**config.mk**
```make
export PLATFORM = sky130hd
export DESIGN_NAME = cmg_core
export DESIGN_NICKNAME = d
export VERILOG_FILES = /design/src/hw/cmg_pkg.sv /design/src/hw/cmg_core.sv
export SDC_FILE = /design/constraint.sdc
export NUM_CORES = 1
export LEC_CHECK = 0
export ABC_AREA = 1
export BUFFER_PORTS_ARGS = -buffer_cell sky130_fd_sc_hd__buf_2
export CORE_AREA = 5 5 64 66
export CTS_CLUSTER_SIZE = 30
export DETAILED_ROUTE_END_ITERATION = 10
export DIE_AREA = 0 0 69 71
export PLACE_DENSITY = 0.85
export SYNTH_ARGS = -nofsm -noshare
export SYNTH_HDL_FRONTEND = slang
export SYNTH_SLANG_ARGS = --single-unit
```
**constraint.sdc**
```tcl
create_clock -name i_ref_clk -period 2.13 [get_ports i_ref_clk]
set_input_delay 0.1065 -clock i_ref_clk [delete_from_list [all_inputs] [get_ports i_ref_clk]]
set_output_delay 0.1065 -clock i_ref_clk [all_outputs]
set_load 0.1 [all_outputs]
```
**src/hw/cmg_pkg.sv**
```systemverilog
// Package for the comparator event and mask gating block
package cmg_pkg;
  localparam logic [3:0] ADDR_CTRL = 4'h0;
  localparam logic [3:0] ADDR_MASK = 4'h1;
  localparam logic [3:0] ADDR_IRQ_STAT = 4'h2;
  localparam logic [3:0] ADDR_IRQ_MASK = 4'h3;
  localparam int CTRL_AMP_EN = 10;
  localparam int CTRL_EVT = 9;
  localparam int CTRL_OUT = 8;
  localparam int CTRL_EDGE_HI = 7;
  localparam int CTRL_EDGE_LO = 6;
  localparam int CTRL_POS_SEL = 4;
  localparam int CTRL_NEG_HI = 1;
  localparam int CTRL_NEG_LO = 0;
  localparam int CTRL_INV = 13;
  localparam logic [15:0] CTRL_WMASK = 16'h24D3;
  localparam logic [15:0] CTRL_RESET = 16'h0000;
  localparam logic [3:0] MASK_RESET = 4'h0;
  localparam logic [1:0] EDGE_NONE = 2'h0;
  localparam logic [1:0] EDGE_RISE = 2'h1;
  localparam logic [1:0] EDGE_FALL = 2'h2;
  localparam logic [1:0] EDGE_ANY = 2'h3;
  localparam logic [1:0] IRQ_RESET = 2'h0;

  typedef struct packed {
    logic [15:0] ctrl;
    logic [3:0] gate;
    logic [1:0] stat;
    logic [1:0] irq_mask;
    logic evt;
    logic cmp_prev;
    logic [15:0] rdata;
    logic [3:0] neg_sel;
    logic pos_ref;
    logic amp_en;
    logic and_out;
    logic irq;
  } cmg_state_t;
endpackage

```
**src/hw/cmg_core.sv**
```systemverilog
// Comparator event, input select and mask AND gate logic
// Functional notes
// - Edge select 11: event on any change of the comparator result.
// - Edge select 10: event on falling edge of polarity-adjusted result.
// - Edge select 01: event on rising edge of polarity-adjusted result.
// - New events only while the latched event flag is clear.
// - Edge select 00: no event from the comparator result.
// - Positive select set routes to internal reference, else first pin.
// - Negative select picks one of four inverting pins by code.
// - Control bit 5 and bits 3 to 2 read as zero.
// - Amplifier enable only enables the amplifier; comparator keeps working.
// - Gate B true enable adds mask input B to the AND gate.
// - Gate B inverted enable adds inverted mask input B.
// - Gate A true enable adds mask input A to the AND gate.
// - Gate A inverted enable adds inverted mask input A.
//
// Implementation choices: the placing of the registers and the plain strobed port.
`timescale 1ns/100ps
`default_nettype none
module cmg_core (
  input wire logic i_ref_clk,
  input wire logic i_rst,
  input wire logic [3:0] i_addr,
  input wire logic [15:0] i_wdata,
  input wire logic i_wr,
  input wire logic i_rd,
  input wire logic i_comparator_result,
  input wire logic i_mask_input_a,
  input wire logic i_mask_input_b,
  output logic [15:0] o_rdata,
  output logic [3:0] o_negative_input_select,
  output logic o_positive_input_select,
  output logic o_amplifier_enable,
  output logic o_and_gate_out,
  output logic o_event_pulse_level,
  output logic o_irq
);
  cmg_pkg::cmg_state_t st_reg, st_next;
  logic adj_now, adj_prev, edge_hit;

  // Edge qualification against the selected mode
  function automatic logic edge_ok(input logic [1:0] sel, input logic now,
                                   input logic prev);
    unique case (sel)
      cmg_pkg::EDGE_ANY: edge_ok = now ^ prev;
      cmg_pkg::EDGE_FALL: edge_ok = prev & ~now;
      cmg_pkg::EDGE_RISE: edge_ok = ~prev & now;
      cmg_pkg::EDGE_NONE: edge_ok = 1'b0;
    endcase
  endfunction

  always_comb begin
    st_next = st_reg;
    adj_now = i_comparator_result ^ st_reg.ctrl[cmg_pkg::CTRL_INV];
    adj_prev = st_reg.cmp_prev ^ st_reg.ctrl[cmg_pkg::CTRL_INV];
    edge_hit = edge_ok(st_reg.ctrl[cmg_pkg::CTRL_EDGE_HI:cmg_pkg::CTRL_EDGE_LO],
                       adj_now, adj_prev) & ~st_reg.evt;
    st_next.cmp_prev = i_comparator_result;
    st_next.rdata = 16'h0000;
    if (i_rd) begin
      unique case (i_addr)
        cmg_pkg::ADDR_CTRL: begin
          st_next.rdata = st_reg.ctrl & cmg_pkg::CTRL_WMASK;
          st_next.rdata[cmg_pkg::CTRL_EVT] = st_reg.evt;
          st_next.rdata[cmg_pkg::CTRL_OUT] = adj_prev;
        end
        cmg_pkg::ADDR_MASK: st_next.rdata = {12'h000, st_reg.gate};
        cmg_pkg::ADDR_IRQ_STAT: st_next.rdata = {14'h0000, st_reg.stat};
        cmg_pkg::ADDR_IRQ_MASK: st_next.rdata = {14'h0000, st_reg.irq_mask};
        default: st_next.rdata = 16'h0000;
      endcase
    end
    if (i_wr) begin
      unique case (i_addr)
        cmg_pkg::ADDR_CTRL: begin
          st_next.ctrl = i_wdata & cmg_pkg::CTRL_WMASK;
          if (!i_wdata[cmg_pkg::CTRL_EVT]) begin
            st_next.evt = 1'b0;
          end
        end
        cmg_pkg::ADDR_MASK: st_next.gate = i_wdata[3:0];
        cmg_pkg::ADDR_IRQ_STAT: st_next.stat = st_reg.stat & ~i_wdata[1:0];
        cmg_pkg::ADDR_IRQ_MASK: st_next.irq_mask = i_wdata[1:0];
        default: ;
      endcase
    end
    // Set wins over a clear in the same cycle
    if (edge_hit) begin
      st_next.evt = 1'b1;
      st_next.stat[0] = 1'b1;
    end
    st_next.pos_ref = st_next.ctrl[cmg_pkg::CTRL_POS_SEL];
    unique case (st_next.ctrl[cmg_pkg::CTRL_NEG_HI:cmg_pkg::CTRL_NEG_LO])
      2'h3: st_next.neg_sel = 4'h8;
      2'h2: st_next.neg_sel = 4'h4;
      2'h1: st_next.neg_sel = 4'h2;
      2'h0: st_next.neg_sel = 4'h1;
    endcase
    st_next.amp_en = st_next.ctrl[cmg_pkg::CTRL_AMP_EN];
    st_next.and_out = (i_mask_input_b | ~st_reg.gate[3])
                    & (~i_mask_input_b | ~st_reg.gate[2])
                    & (i_mask_input_a | ~st_reg.gate[1])
                    & (~i_mask_input_a | ~st_reg.gate[0]);
    // Gate rise flag, computed after the next AND gate output is known
    if (st_reg.and_out == 1'b0 && st_next.and_out == 1'b1) begin
      st_next.stat[1] = 1'b1;
    end
    st_next.irq = |(st_next.stat & st_next.irq_mask);
  end

  always_ff @(posedge i_ref_clk or posedge i_rst) begin
    if (i_rst) begin
      st_reg <= '{ctrl: cmg_pkg::CTRL_RESET, gate: cmg_pkg::MASK_RESET,
                 stat: cmg_pkg::IRQ_RESET, irq_mask: cmg_pkg::IRQ_RESET,
                 neg_sel: 4'h1, and_out: 1'b1, default: 1'b0};
    end else begin
      st_reg <= st_next;
    end
  end

  assign o_rdata = st_reg.rdata;
  assign o_negative_input_select = st_reg.neg_sel;
  assign o_positive_input_select = st_reg.pos_ref;
  assign o_amplifier_enable = st_reg.amp_en;
  assign o_and_gate_out = st_reg.and_out;
  assign o_event_pulse_level = st_reg.evt;
  assign o_irq = st_reg.irq;

  // Assertions
  a_any_edge_sets: assert property (
    @(posedge i_ref_clk) disable iff (i_rst)
    (st_reg.ctrl[7:6] == 2'h3 && !st_reg.evt
     && (i_comparator_result != st_reg.cmp_prev)) |=> st_reg.evt)
    else $error("any-change edge missed");

  a_fall_edge_sets: assert property (
    @(posedge i_ref_clk) disable iff (i_rst)
    (st_reg.ctrl[7:6] == 2'h2 && !st_reg.evt && adj_prev && !adj_now)
    |=> st_reg.evt)
    else $error("falling edge missed");

  a_rise_edge_sets: assert property (
    @(posedge i_ref_clk) disable iff (i_rst)
    (st_reg.ctrl[7:6] == 2'h1 && !st_reg.evt && !adj_prev && adj_now)
    |=> st_reg.evt)
    else $error("rising edge missed");

  a_evt_blocks: assert property (
    @(posedge i_ref_clk) disable iff (i_rst)
    st_reg.evt |-> !edge_hit)
    else $error("edge taken while flag set");

  a_mode_off: assert property (
    @(posedge i_ref_clk) disable iff (i_rst)
    (st_reg.ctrl[7:6] == 2'h0) |-> !edge_hit)
    else $error("event while disabled");

  a_pos_route: assert property (
    @(posedge i_ref_clk) disable iff (i_rst)
    ##1 o_positive_input_select == $past(st_next.ctrl[4]))
    else $error("positive select wrong");

  a_neg_onehot: assert property (
    @(posedge i_ref_clk) disable iff (i_rst)
    ##1 o_negative_input_select == (4'h1 << $past(st_next.ctrl[1:0])))
    else $error("negative select wrong");

  a_rsvd_zero: assert property (
    @(posedge i_ref_clk) disable iff (i_rst)
    $past(i_rd) && $past(i_addr) == 4'h0
    |-> o_rdata[5] == 1'b0 && o_rdata[3:2] == 2'h0)
    else $error("reserved bits nonzero");

  a_and_gate: assert property (
    @(posedge i_ref_clk) disable iff (i_rst)
    st_reg.gate == 4'hA |=> o_and_gate_out
    == ($past(i_mask_input_a) & $past(i_mask_input_b)))
    else $error("AND gate wrong");

  a_flag_sticky: assert property (
    @(posedge i_ref_clk) disable iff (i_rst)
    st_reg.stat[0] && !(i_wr && i_addr == 4'h2 && i_wdata[0])
    |=> st_reg.stat[0])
    else $error("flag dropped");

  a_evt_hold: assert property (
    @(posedge i_ref_clk) disable iff (i_rst)
    st_reg.evt && !(i_wr && i_addr == 4'h0 && !i_wdata[9])
    |=> st_reg.evt)
    else $error("event flag dropped");

  a_evt_clear: assert property (
    @(posedge i_ref_clk) disable iff (i_rst)
    i_wr && i_addr == 4'h0 && !i_wdata[9] && !edge_hit
    |=> !st_reg.evt)
    else $error("event flag not cleared");

  a_evt_from_edge: assert property (
    @(posedge i_ref_clk) disable iff (i_rst)
    $rose(st_reg.evt) |-> $past(edge_hit))
    else $error("event flag set without edge");

  a_stat_from_edge: assert property (
    @(posedge i_ref_clk) disable iff (i_rst)
    $rose(st_reg.stat[0]) |-> $past(edge_hit))
    else $error("status set without edge");

  a_hit_sets_both: assert property (
    @(posedge i_ref_clk) disable iff (i_rst)
    edge_hit |=> st_reg.evt && st_reg.stat[0])
    else $error("edge did not set both flags");

  a_stat_clear: assert property (
    @(posedge i_ref_clk) disable iff (i_rst)
    i_wr && i_addr == 4'h2 && i_wdata[0] && !edge_hit
    |=> !st_reg.stat[0])
    else $error("status not cleared");

  a_ctrl_write: assert property (
    @(posedge i_ref_clk) disable iff (i_rst)
    i_wr && i_addr == 4'h0
    |=> st_reg.ctrl == ($past(i_wdata) & cmg_pkg::CTRL_WMASK))
    else $error("control write wrong");

  a_gate_write: assert property (
    @(posedge i_ref_clk) disable iff (i_rst)
    i_wr && i_addr == 4'h1 |=> st_reg.gate == $past(i_wdata[3:0]))
    else $error("gating write wrong");

  a_mask_write: assert property (
    @(posedge i_ref_clk) disable iff (i_rst)
    i_wr && i_addr == 4'h3 |=> st_reg.irq_mask == $past(i_wdata[1:0]))
    else $error("mask write wrong");

  a_amp_follow: assert property (
    @(posedge i_ref_clk) disable iff (i_rst)
    ##1 o_amplifier_enable == $past(st_next.ctrl[10]))
    else $error("amplifier enable wrong");

  a_neg_hot: assert property (
    @(posedge i_ref_clk) disable iff (i_rst)
    $onehot(o_negative_input_select))
    else $error("negative select not one-hot");

  a_and_all_off: assert property (
    @(posedge i_ref_clk) disable iff (i_rst)
    st_reg.gate == 4'h0 |=> o_and_gate_out)
    else $error("empty gate not high");

  a_b_true: assert property (
    @(posedge i_ref_clk) disable iff (i_rst)
    st_reg.gate[3] && !i_mask_input_b |=> !o_and_gate_out)
    else $error("gate B true term ignored");

  a_b_inv: assert property (
    @(posedge i_ref_clk) disable iff (i_rst)
    st_reg.gate[2] && i_mask_input_b |=> !o_and_gate_out)
    else $error("gate B inverted term ignored");

  a_a_true: assert property (
    @(posedge i_ref_clk) disable iff (i_rst)
    st_reg.gate[1] && !i_mask_input_a |=> !o_and_gate_out)
    else $error("gate A true term ignored");

  a_a_inv: assert property (
    @(posedge i_ref_clk) disable iff (i_rst)
    st_reg.gate[0] && i_mask_input_a |=> !o_and_gate_out)
    else $error("gate A inverted term ignored");

  a_ctrl_rsvd: assert property (
    @(posedge i_ref_clk) disable iff (i_rst)
    st_reg.ctrl[5] == 1'b0 && st_reg.ctrl[3:2] == 2'h0)
    else $error("reserved control bits stored");

  a_rd_ctrl_evt: assert property (
    @(posedge i_ref_clk) disable iff (i_rst)
    $past(i_rd) && $past(i_addr) == 4'h0
    |-> o_rdata[9] == $past(st_reg.evt))
    else $error("event flag read wrong");

  a_rd_ctrl_out: assert property (
    @(posedge i_ref_clk) disable iff (i_rst)
    $past(i_rd) && $past(i_addr) == 4'h0
    |-> o_rdata[8] == $past(adj_prev))
    else $error("result bit read wrong");

  a_rd_hi_zero: assert property (
    @(posedge i_ref_clk) disable iff (i_rst)
    $past(i_rd) && $past(i_addr) == 4'h0
    |-> o_rdata[15:14] == 2'h0 && o_rdata[12:11] == 2'h0)
    else $error("upper control bits nonzero");

  a_rd_gate: assert property (
    @(posedge i_ref_clk) disable iff (i_rst)
    $past(i_rd) && $past(i_addr) == 4'h1
    |-> o_rdata == {12'h000, $past(st_reg.gate)})
    else $error("gating read wrong");

  a_rd_stat: assert property (
    @(posedge i_ref_clk) disable iff (i_rst)
    $past(i_rd) && $past(i_addr) == 4'h2
    |-> o_rdata == {14'h0000, $past(st_reg.stat)})
    else $error("status read wrong");

  a_rd_mask: assert property (
    @(posedge i_ref_clk) disable iff (i_rst)
    $past(i_rd) && $past(i_addr) == 4'h3
    |-> o_rdata == {14'h0000, $past(st_reg.irq_mask)})
    else $error("mask read wrong");

  a_rd_unmapped: assert property (
    @(posedge i_ref_clk) disable iff (i_rst)
    $past(i_rd) && $past(i_addr) > 4'h3 |-> o_rdata == 16'h0000)
    else $error("unmapped read nonzero");

  a_rd_idle: assert property (
    @(posedge i_ref_clk) disable iff (i_rst)
    !$past(i_rd) |-> o_rdata == 16'h0000)
    else $error("read data outside read");

  a_irq_match: assert property (
    @(posedge i_ref_clk) disable iff (i_rst)
    o_irq == |(st_reg.stat & st_reg.irq_mask))
    else $error("interrupt level wrong");

  a_and_rise_stat: assert property (
    @(posedge i_ref_clk) disable iff (i_rst)
    $rose(st_reg.and_out) |-> st_reg.stat[1])
    else $error("gate rise not flagged");

  a_stat1_cause: assert property (
    @(posedge i_ref_clk) disable iff (i_rst)
    $rose(st_reg.stat[1]) |-> $rose(st_reg.and_out))
    else $error("gate flag without rise");

  c_any: cover property (@(posedge i_ref_clk) st_reg.ctrl[7:6] == 2'h3
    && edge_hit);

  c_fall: cover property (@(posedge i_ref_clk) st_reg.ctrl[7:6] == 2'h2
    && edge_hit);

  c_rise: cover property (@(posedge i_ref_clk) st_reg.ctrl[7:6] == 2'h1
    && edge_hit);

  c_and_rise: cover property (@(posedge i_ref_clk) $rose(st_reg.and_out));

  c_irq: cover property (@(posedge i_ref_clk) o_irq);
endmodule // cmg_core
`default_nettype wire

```
======== Yosys cells after proc, flatten, opt, wreduce, memory -nomap -nowiden ========
Index checks and enable logic that the tools add are counted.
storage, ports and cells
  output and inout bits ................... 25
  logic and storage cells ................. 73
  bits of input ports ..................... 27
  register bits ........................... 41
cells by class
  reductions and logical operators ........ 10
  muxes and demuxes ....................... 14
  bitwise logic cells ..................... 26
  equal/unequal tests ..................... 10
operators with widths
  cell                                                                      number
  14-bit case mux with 4 select lines                                       1
  20-bit 2-to-1 mux                                                         1
  4-bit case mux with 4 select lines                                        1
  14-bit 2-to-1 mux                                                         1
  11-bit 2-to-1 mux                                                         1
  1-bit inverter                                                            10
  2-bit equality test (second input constant)                               4
  4-bit by 2-bit equality test with 1-bit output (second input constant)    2
  1-bit AND                                                                 6
  1-bit 2-to-1 mux                                                          5
  2-bit AND                                                                 2
  2-bit by 1-bit equality test with 1-bit output (second input constant)    2
  4-bit by 1-bit equality test with 1-bit output (second input constant)    1
  2-bit zero test                                                           2
  4-bit zero test                                                           1
  2-bit 2-to-1 mux                                                          2
  4-bit 2-to-1 mux                                                          1
  1-bit OR                                                                  4
  1-bit case mux with 4 select lines                                        1
  2-bit AND reduction                                                       2
  2-bit nonzero test                                                        2
  3-bit AND reduction                                                       1
  1-bit bitwise XOR                                                         3
  2-bit by 1-bit inequality test with 1-bit output (second input constant)  1
  other kinds (3)                                                           3

======== Depth between registers and ports, before layout ========
  word-level depth ........................ 9
  gate-level depth with buffers ........... 9
  mapped depth without buffers ............ 9

======== Worst setup path before layout ========
OpenSTA, ideal clock, no wires.
  path type ............................... reg2reg
  start ................................... register st_reg, in the netlist o_event_pulse_level
  end ..................................... register st_reg, in the netlist o_irq
  setup time .............................. 0.116 ns
  clock period less this slack ............ 1.411 ns
  cell stages (with the launch flop) ...... 6
  arrival time ............................ 1.295 ns
  slack ................................... 0.719 ns
  path buffers ............................ 0
  data required time ...................... 2.014 ns
  path through ............................ dfrtp_1 -> nor2_1 -> nand3_1 -> nand2_1 -> nand2_1 -> nand2_1
RTL lines
  element                 line             RTL
  from (decl)             cmg_core.sv:38   cmg_pkg::cmg_state_t st_reg, st_next;
  from (signal assigned)  cmg_core.sv:113  st_reg <= '{ctrl: cmg_pkg::CTRL_RESET, gate: cmg_pkg::MASK_RESET,
  from (signal assigned)  cmg_core.sv:117  st_reg <= st_next;

==> summary.txt <==
Die
  – Core Box Area: 3520 µm²
  – Row count: 22
  – Die width: 69 µm
  – Initial core utilization: 0.464
  – Chip height: 71 µm
  – DIE AREA: 4900 µm²
  – I/O pins: 52

Synthesis
  – Post-synthesis adder-cell area fraction: 0.0153
  – Synth Flop Type: dfrtp_1
  – Seq/Total Area, Yosys: 0.521
  – Compound-Gate Fraction of Synth Area: 0.0375
  – Synth top area cells: dfrtp_1 49%, buf_4 9.2%, nand2_1 8.0%
  – Simple-gate share of the synthesized area: 0.258
  – Ys Warns: 0
  – Synthesized cell area: 1640 µm²
  – Post-synth top area share: 0.489
  – Mapped Avg Cell Area: 9.19 µm²
  – Largest family of logic cells by synthesized area: simple AND/OR/NAND/NOR gates
  – Synth Area in XOR/XNOR: 0.0107
  – Post-synth EDFFs: 0
  – Cell type with the largest total area after synthesis: dfrtp_1
  – Cells after synthesis: 178
  – Post-synthesis mux area share: 0
  – Ys async rst share: 1.00
  – #FFs+latches synth: 34
  – Netlist cell types: 27

Power
  – Power Density: 995 nW/µm²
  – Leakage power: 1.06 nW
  – Sw Share: 0.444
  – Peak supply drop: 0.361 mV
  – Sw Pwr: 846 µW
  – Int Power: 1.06 mW
  – Sequential share of power: 0.428
  – Logic pwr share: 0.384
  – Clock share of power: 0.188
  – Tot Pwr: 1.90 mW

Timing
  – Clock Skew: 5.19 ps
  – Final hold slack: 58.7 ps
  – Final period utilization: 0.717
  – FMAX: 0.655 GHz
  – Max-slew violation count: 0
  – RSZ-0062 raised after global routing: false
  – Final Setup Violations: 0
  – Setup TNS: 0 ps
  – Min Tclk post-route: 1530 ps
  – Final Hold Fails: 0

Outcome
  – Status: complete, no violations

Clocking
  – Clock root cell: clkbuf_4
  – Clk buf depth: 2
  – Htree depth: 2
  – # hold bufs at CTS: 10
  – Clk_lat worst skew: 320 ps
  – Post-CTS setup buffer count: 0
  – Post-cts resize count: 0
  – CTS sink cnt: 34
  – CTS tree: done
  – Clock-pin slew on the worst setup and hold paths: 90 ps
  – TritonCTS Buffers: 5

Final layout
  – Post-route cell area: 1910 µm²
  – Filler cells: 339
  – Layout cells sized above 1: 0.297
  – Max FFs per register: 16
  – Area delta synth->final: 16.9%
  – Non-Filler Instances: 267
  – Ant diodes: 0
  – Layout Nets: 247

Critical path
  – WP data arrival: 1750 ps
  – CP startpoint: st_reg[47]$_DFFE_PP0P_
  – WS Path Type: reg2reg
  – R2r setup slk: 600 ps
  – Most common cell type on the critical path: nand2_1
  – Worst Path Max Fanout: 3
  – Max stage delay cell, worst path: dfrtp_1
  – Worst reg2reg startpoint: st_reg[47]$_DFFE_PP0P_
  – Worst-path cell chain: xnor2_1 > inv_1 > ha_1 > nand3_1 > nand3_1 > nand2_1 > nand2_1 > nand2_1
  – Worst r2r path cells: 8
  – Crit path capture type: register
  – Slowest stage delay, CP: 420 ps
  – CP startpoint kind: register
  – Critical path required time: 2350 ps

Placement
  – GP Congestion: 0.775
  – # port buffers: 40
  – Post-DP HPWL: 2.21 mm
  – Inst Count DP: 249
  – Dpl cell area: 1750 µm²

Global routing
  – Aggregate global-route resource usage: 0.128
  – First-pass GRT wire length: 5.02 mm
  – Initial antenna violation count: 0
  – Global route overflow: 0
  – Vias in the first global route: 1170
  – Largest net degree at the start of global routing: 35

Detailed routing
  – Via count: 1207
  – DR WL met2: 1.46 mm
  – Max layer used: met4
  – Drt total wl: 2.94 mm
  – Drt pass-1 iters: 4
  – WL met3: 234 µm
  – Initial DRC Count: 74
  – Routed Antenna Nets: 0
  – Vias per cell: 4.52
  – Routed len/inst: 11.0 µm
  – Metal-1 WL: 1.22 mm
  – DRC viols: 0

Hold path
  – Hold Path Depth: 3
  – Hold Path Class: in2reg
  – Hold path start: i_wdata[1]

Job
  – Max Cap Viol: 0
-- layout make-up --
cell class              count  area (µm²)  area share
clock inverters             1        5.00     0.00262
inverters                  23        86.3      0.0451
multi-input cells         103         546       0.285
clock buffers               7        55.1      0.0288
flip-flops and latches     34         853       0.446
repair buffers             51         308       0.161
well taps                  48        60.1      0.0314
-- metrics by stage --
| stage | utilization | setup WS, ps |
|---|---|---|
| 2_1_floorplan | - | 719 |
| 6_report | 0.543 | 602 |
| 3_5_place_dp | 0.498 | 623 |
| 4_1_cts | 0.543 | 591 |
| 5_1_grt | 0.543 | 420 |
| 3_3_place_gp | 0.498 | 663 |
-- synth_stat cells, types with 2 or more instances --
master   number
nand2_1      35
dfrtp_1      32
inv_1        21
buf_4        20
nor2_1       14
nand3_1      10
o21ai_0       9
nand4_1       6
nand2_2       5
nand3_2       3
a21oi_1       2
dfstp_2       2
ha_1          2
inv_2         2
nor2_4        2
nor3_1        2
-- kinds of logic (layout without fill, tap and decap cells) --
| group | after synthesis | after routing |
|---|---|---|
| compound gates | 12 | 12 |
| xor+xnor | 2 | 2 |
| fa+ha+maj | 2 | 2 |
| buf+inv | 45 | 82 |
| flops | 34 | 34 |
| other cells | 1 | 5 |
| simple gates | 82 | 82 |
-- placed cells by master (no fill, tap or decap) --
master	netlist	routed
buf_2	1	40
o22ai_1	1	1
clkinv_2	0	1
dfrtp_1	32	32
clkbuf_1	0	1
nor2_8	1	1
nand2_1	35	35
o21ai_0	9	9
inv_2	2	2
nor2_4	2	2
dfstp_2	2	2
a21oi_1	2	2
buf_4	20	1
inv_1	21	21
nor2_1	14	14
nand3_1	10	10
nor3_1	2	2
nand2_2	5	5
ha_1	2	2
nor2_2	1	1
nand3_4	1	1
conb_1	1	5
dlygate4sd3_1	0	10
nand3_2	3	3
clkbuf_8	0	1
nand4_1	6	6
xor2_1	1	1
xnor2_1	1	1
and2_1	1	1
nand3b_1	1	1
clkbuf_4	0	5
-- routing by layer --
layer | global-route usage | up-vias
li1 | - | 612
met5 | 0 | -
met1 | 0.139 | 554
met3 | 0.0483 | 2
met2 | 0.225 | 39
met4 | 0.0521 | 0
-- critical path, delay by kind of cell (launching register included) --
| family | cells | cell delay [ps] |
|---|---|---|
| and+or+nand+nor | 5 | 380 |
| DFF | 1 | 420 |
| xor gates and xnor gates | 1 | 260 |
| adders and majority gates | 1 | 280 |
| buffers and inverters | 1 | 70 |
-- power by group through the flow --
stage	logic, mW	clock network [mW]	registers, mW
6_report	0.731	0.359	0.814
5_1_grt	0.790	0.395	0.826
4_1_cts	0.739	0.376	0.814
3_5_place_dp	0.723	0	0.827
3_3_place_gp	0.708	0	0.825
2_1_floorplan	0.420	0	1.03
-- worst paths after layout --
check                                            to
setup / recovery                    o_irq$_DFF_PP0_
hold / removal               st_reg[31]$_DFFE_PP0P_
setup reg to reg                    o_irq$_DFF_PP0_
hold reg to reg               o_rdata[10]$_DFF_PP0_
max in group asynchronous  o_and_gate_out$_DFF_PP1_
min in group asynchronous    st_reg[41]$_DFFE_PP0P_
No activity file was read; power rests on OpenSTA's default activity.
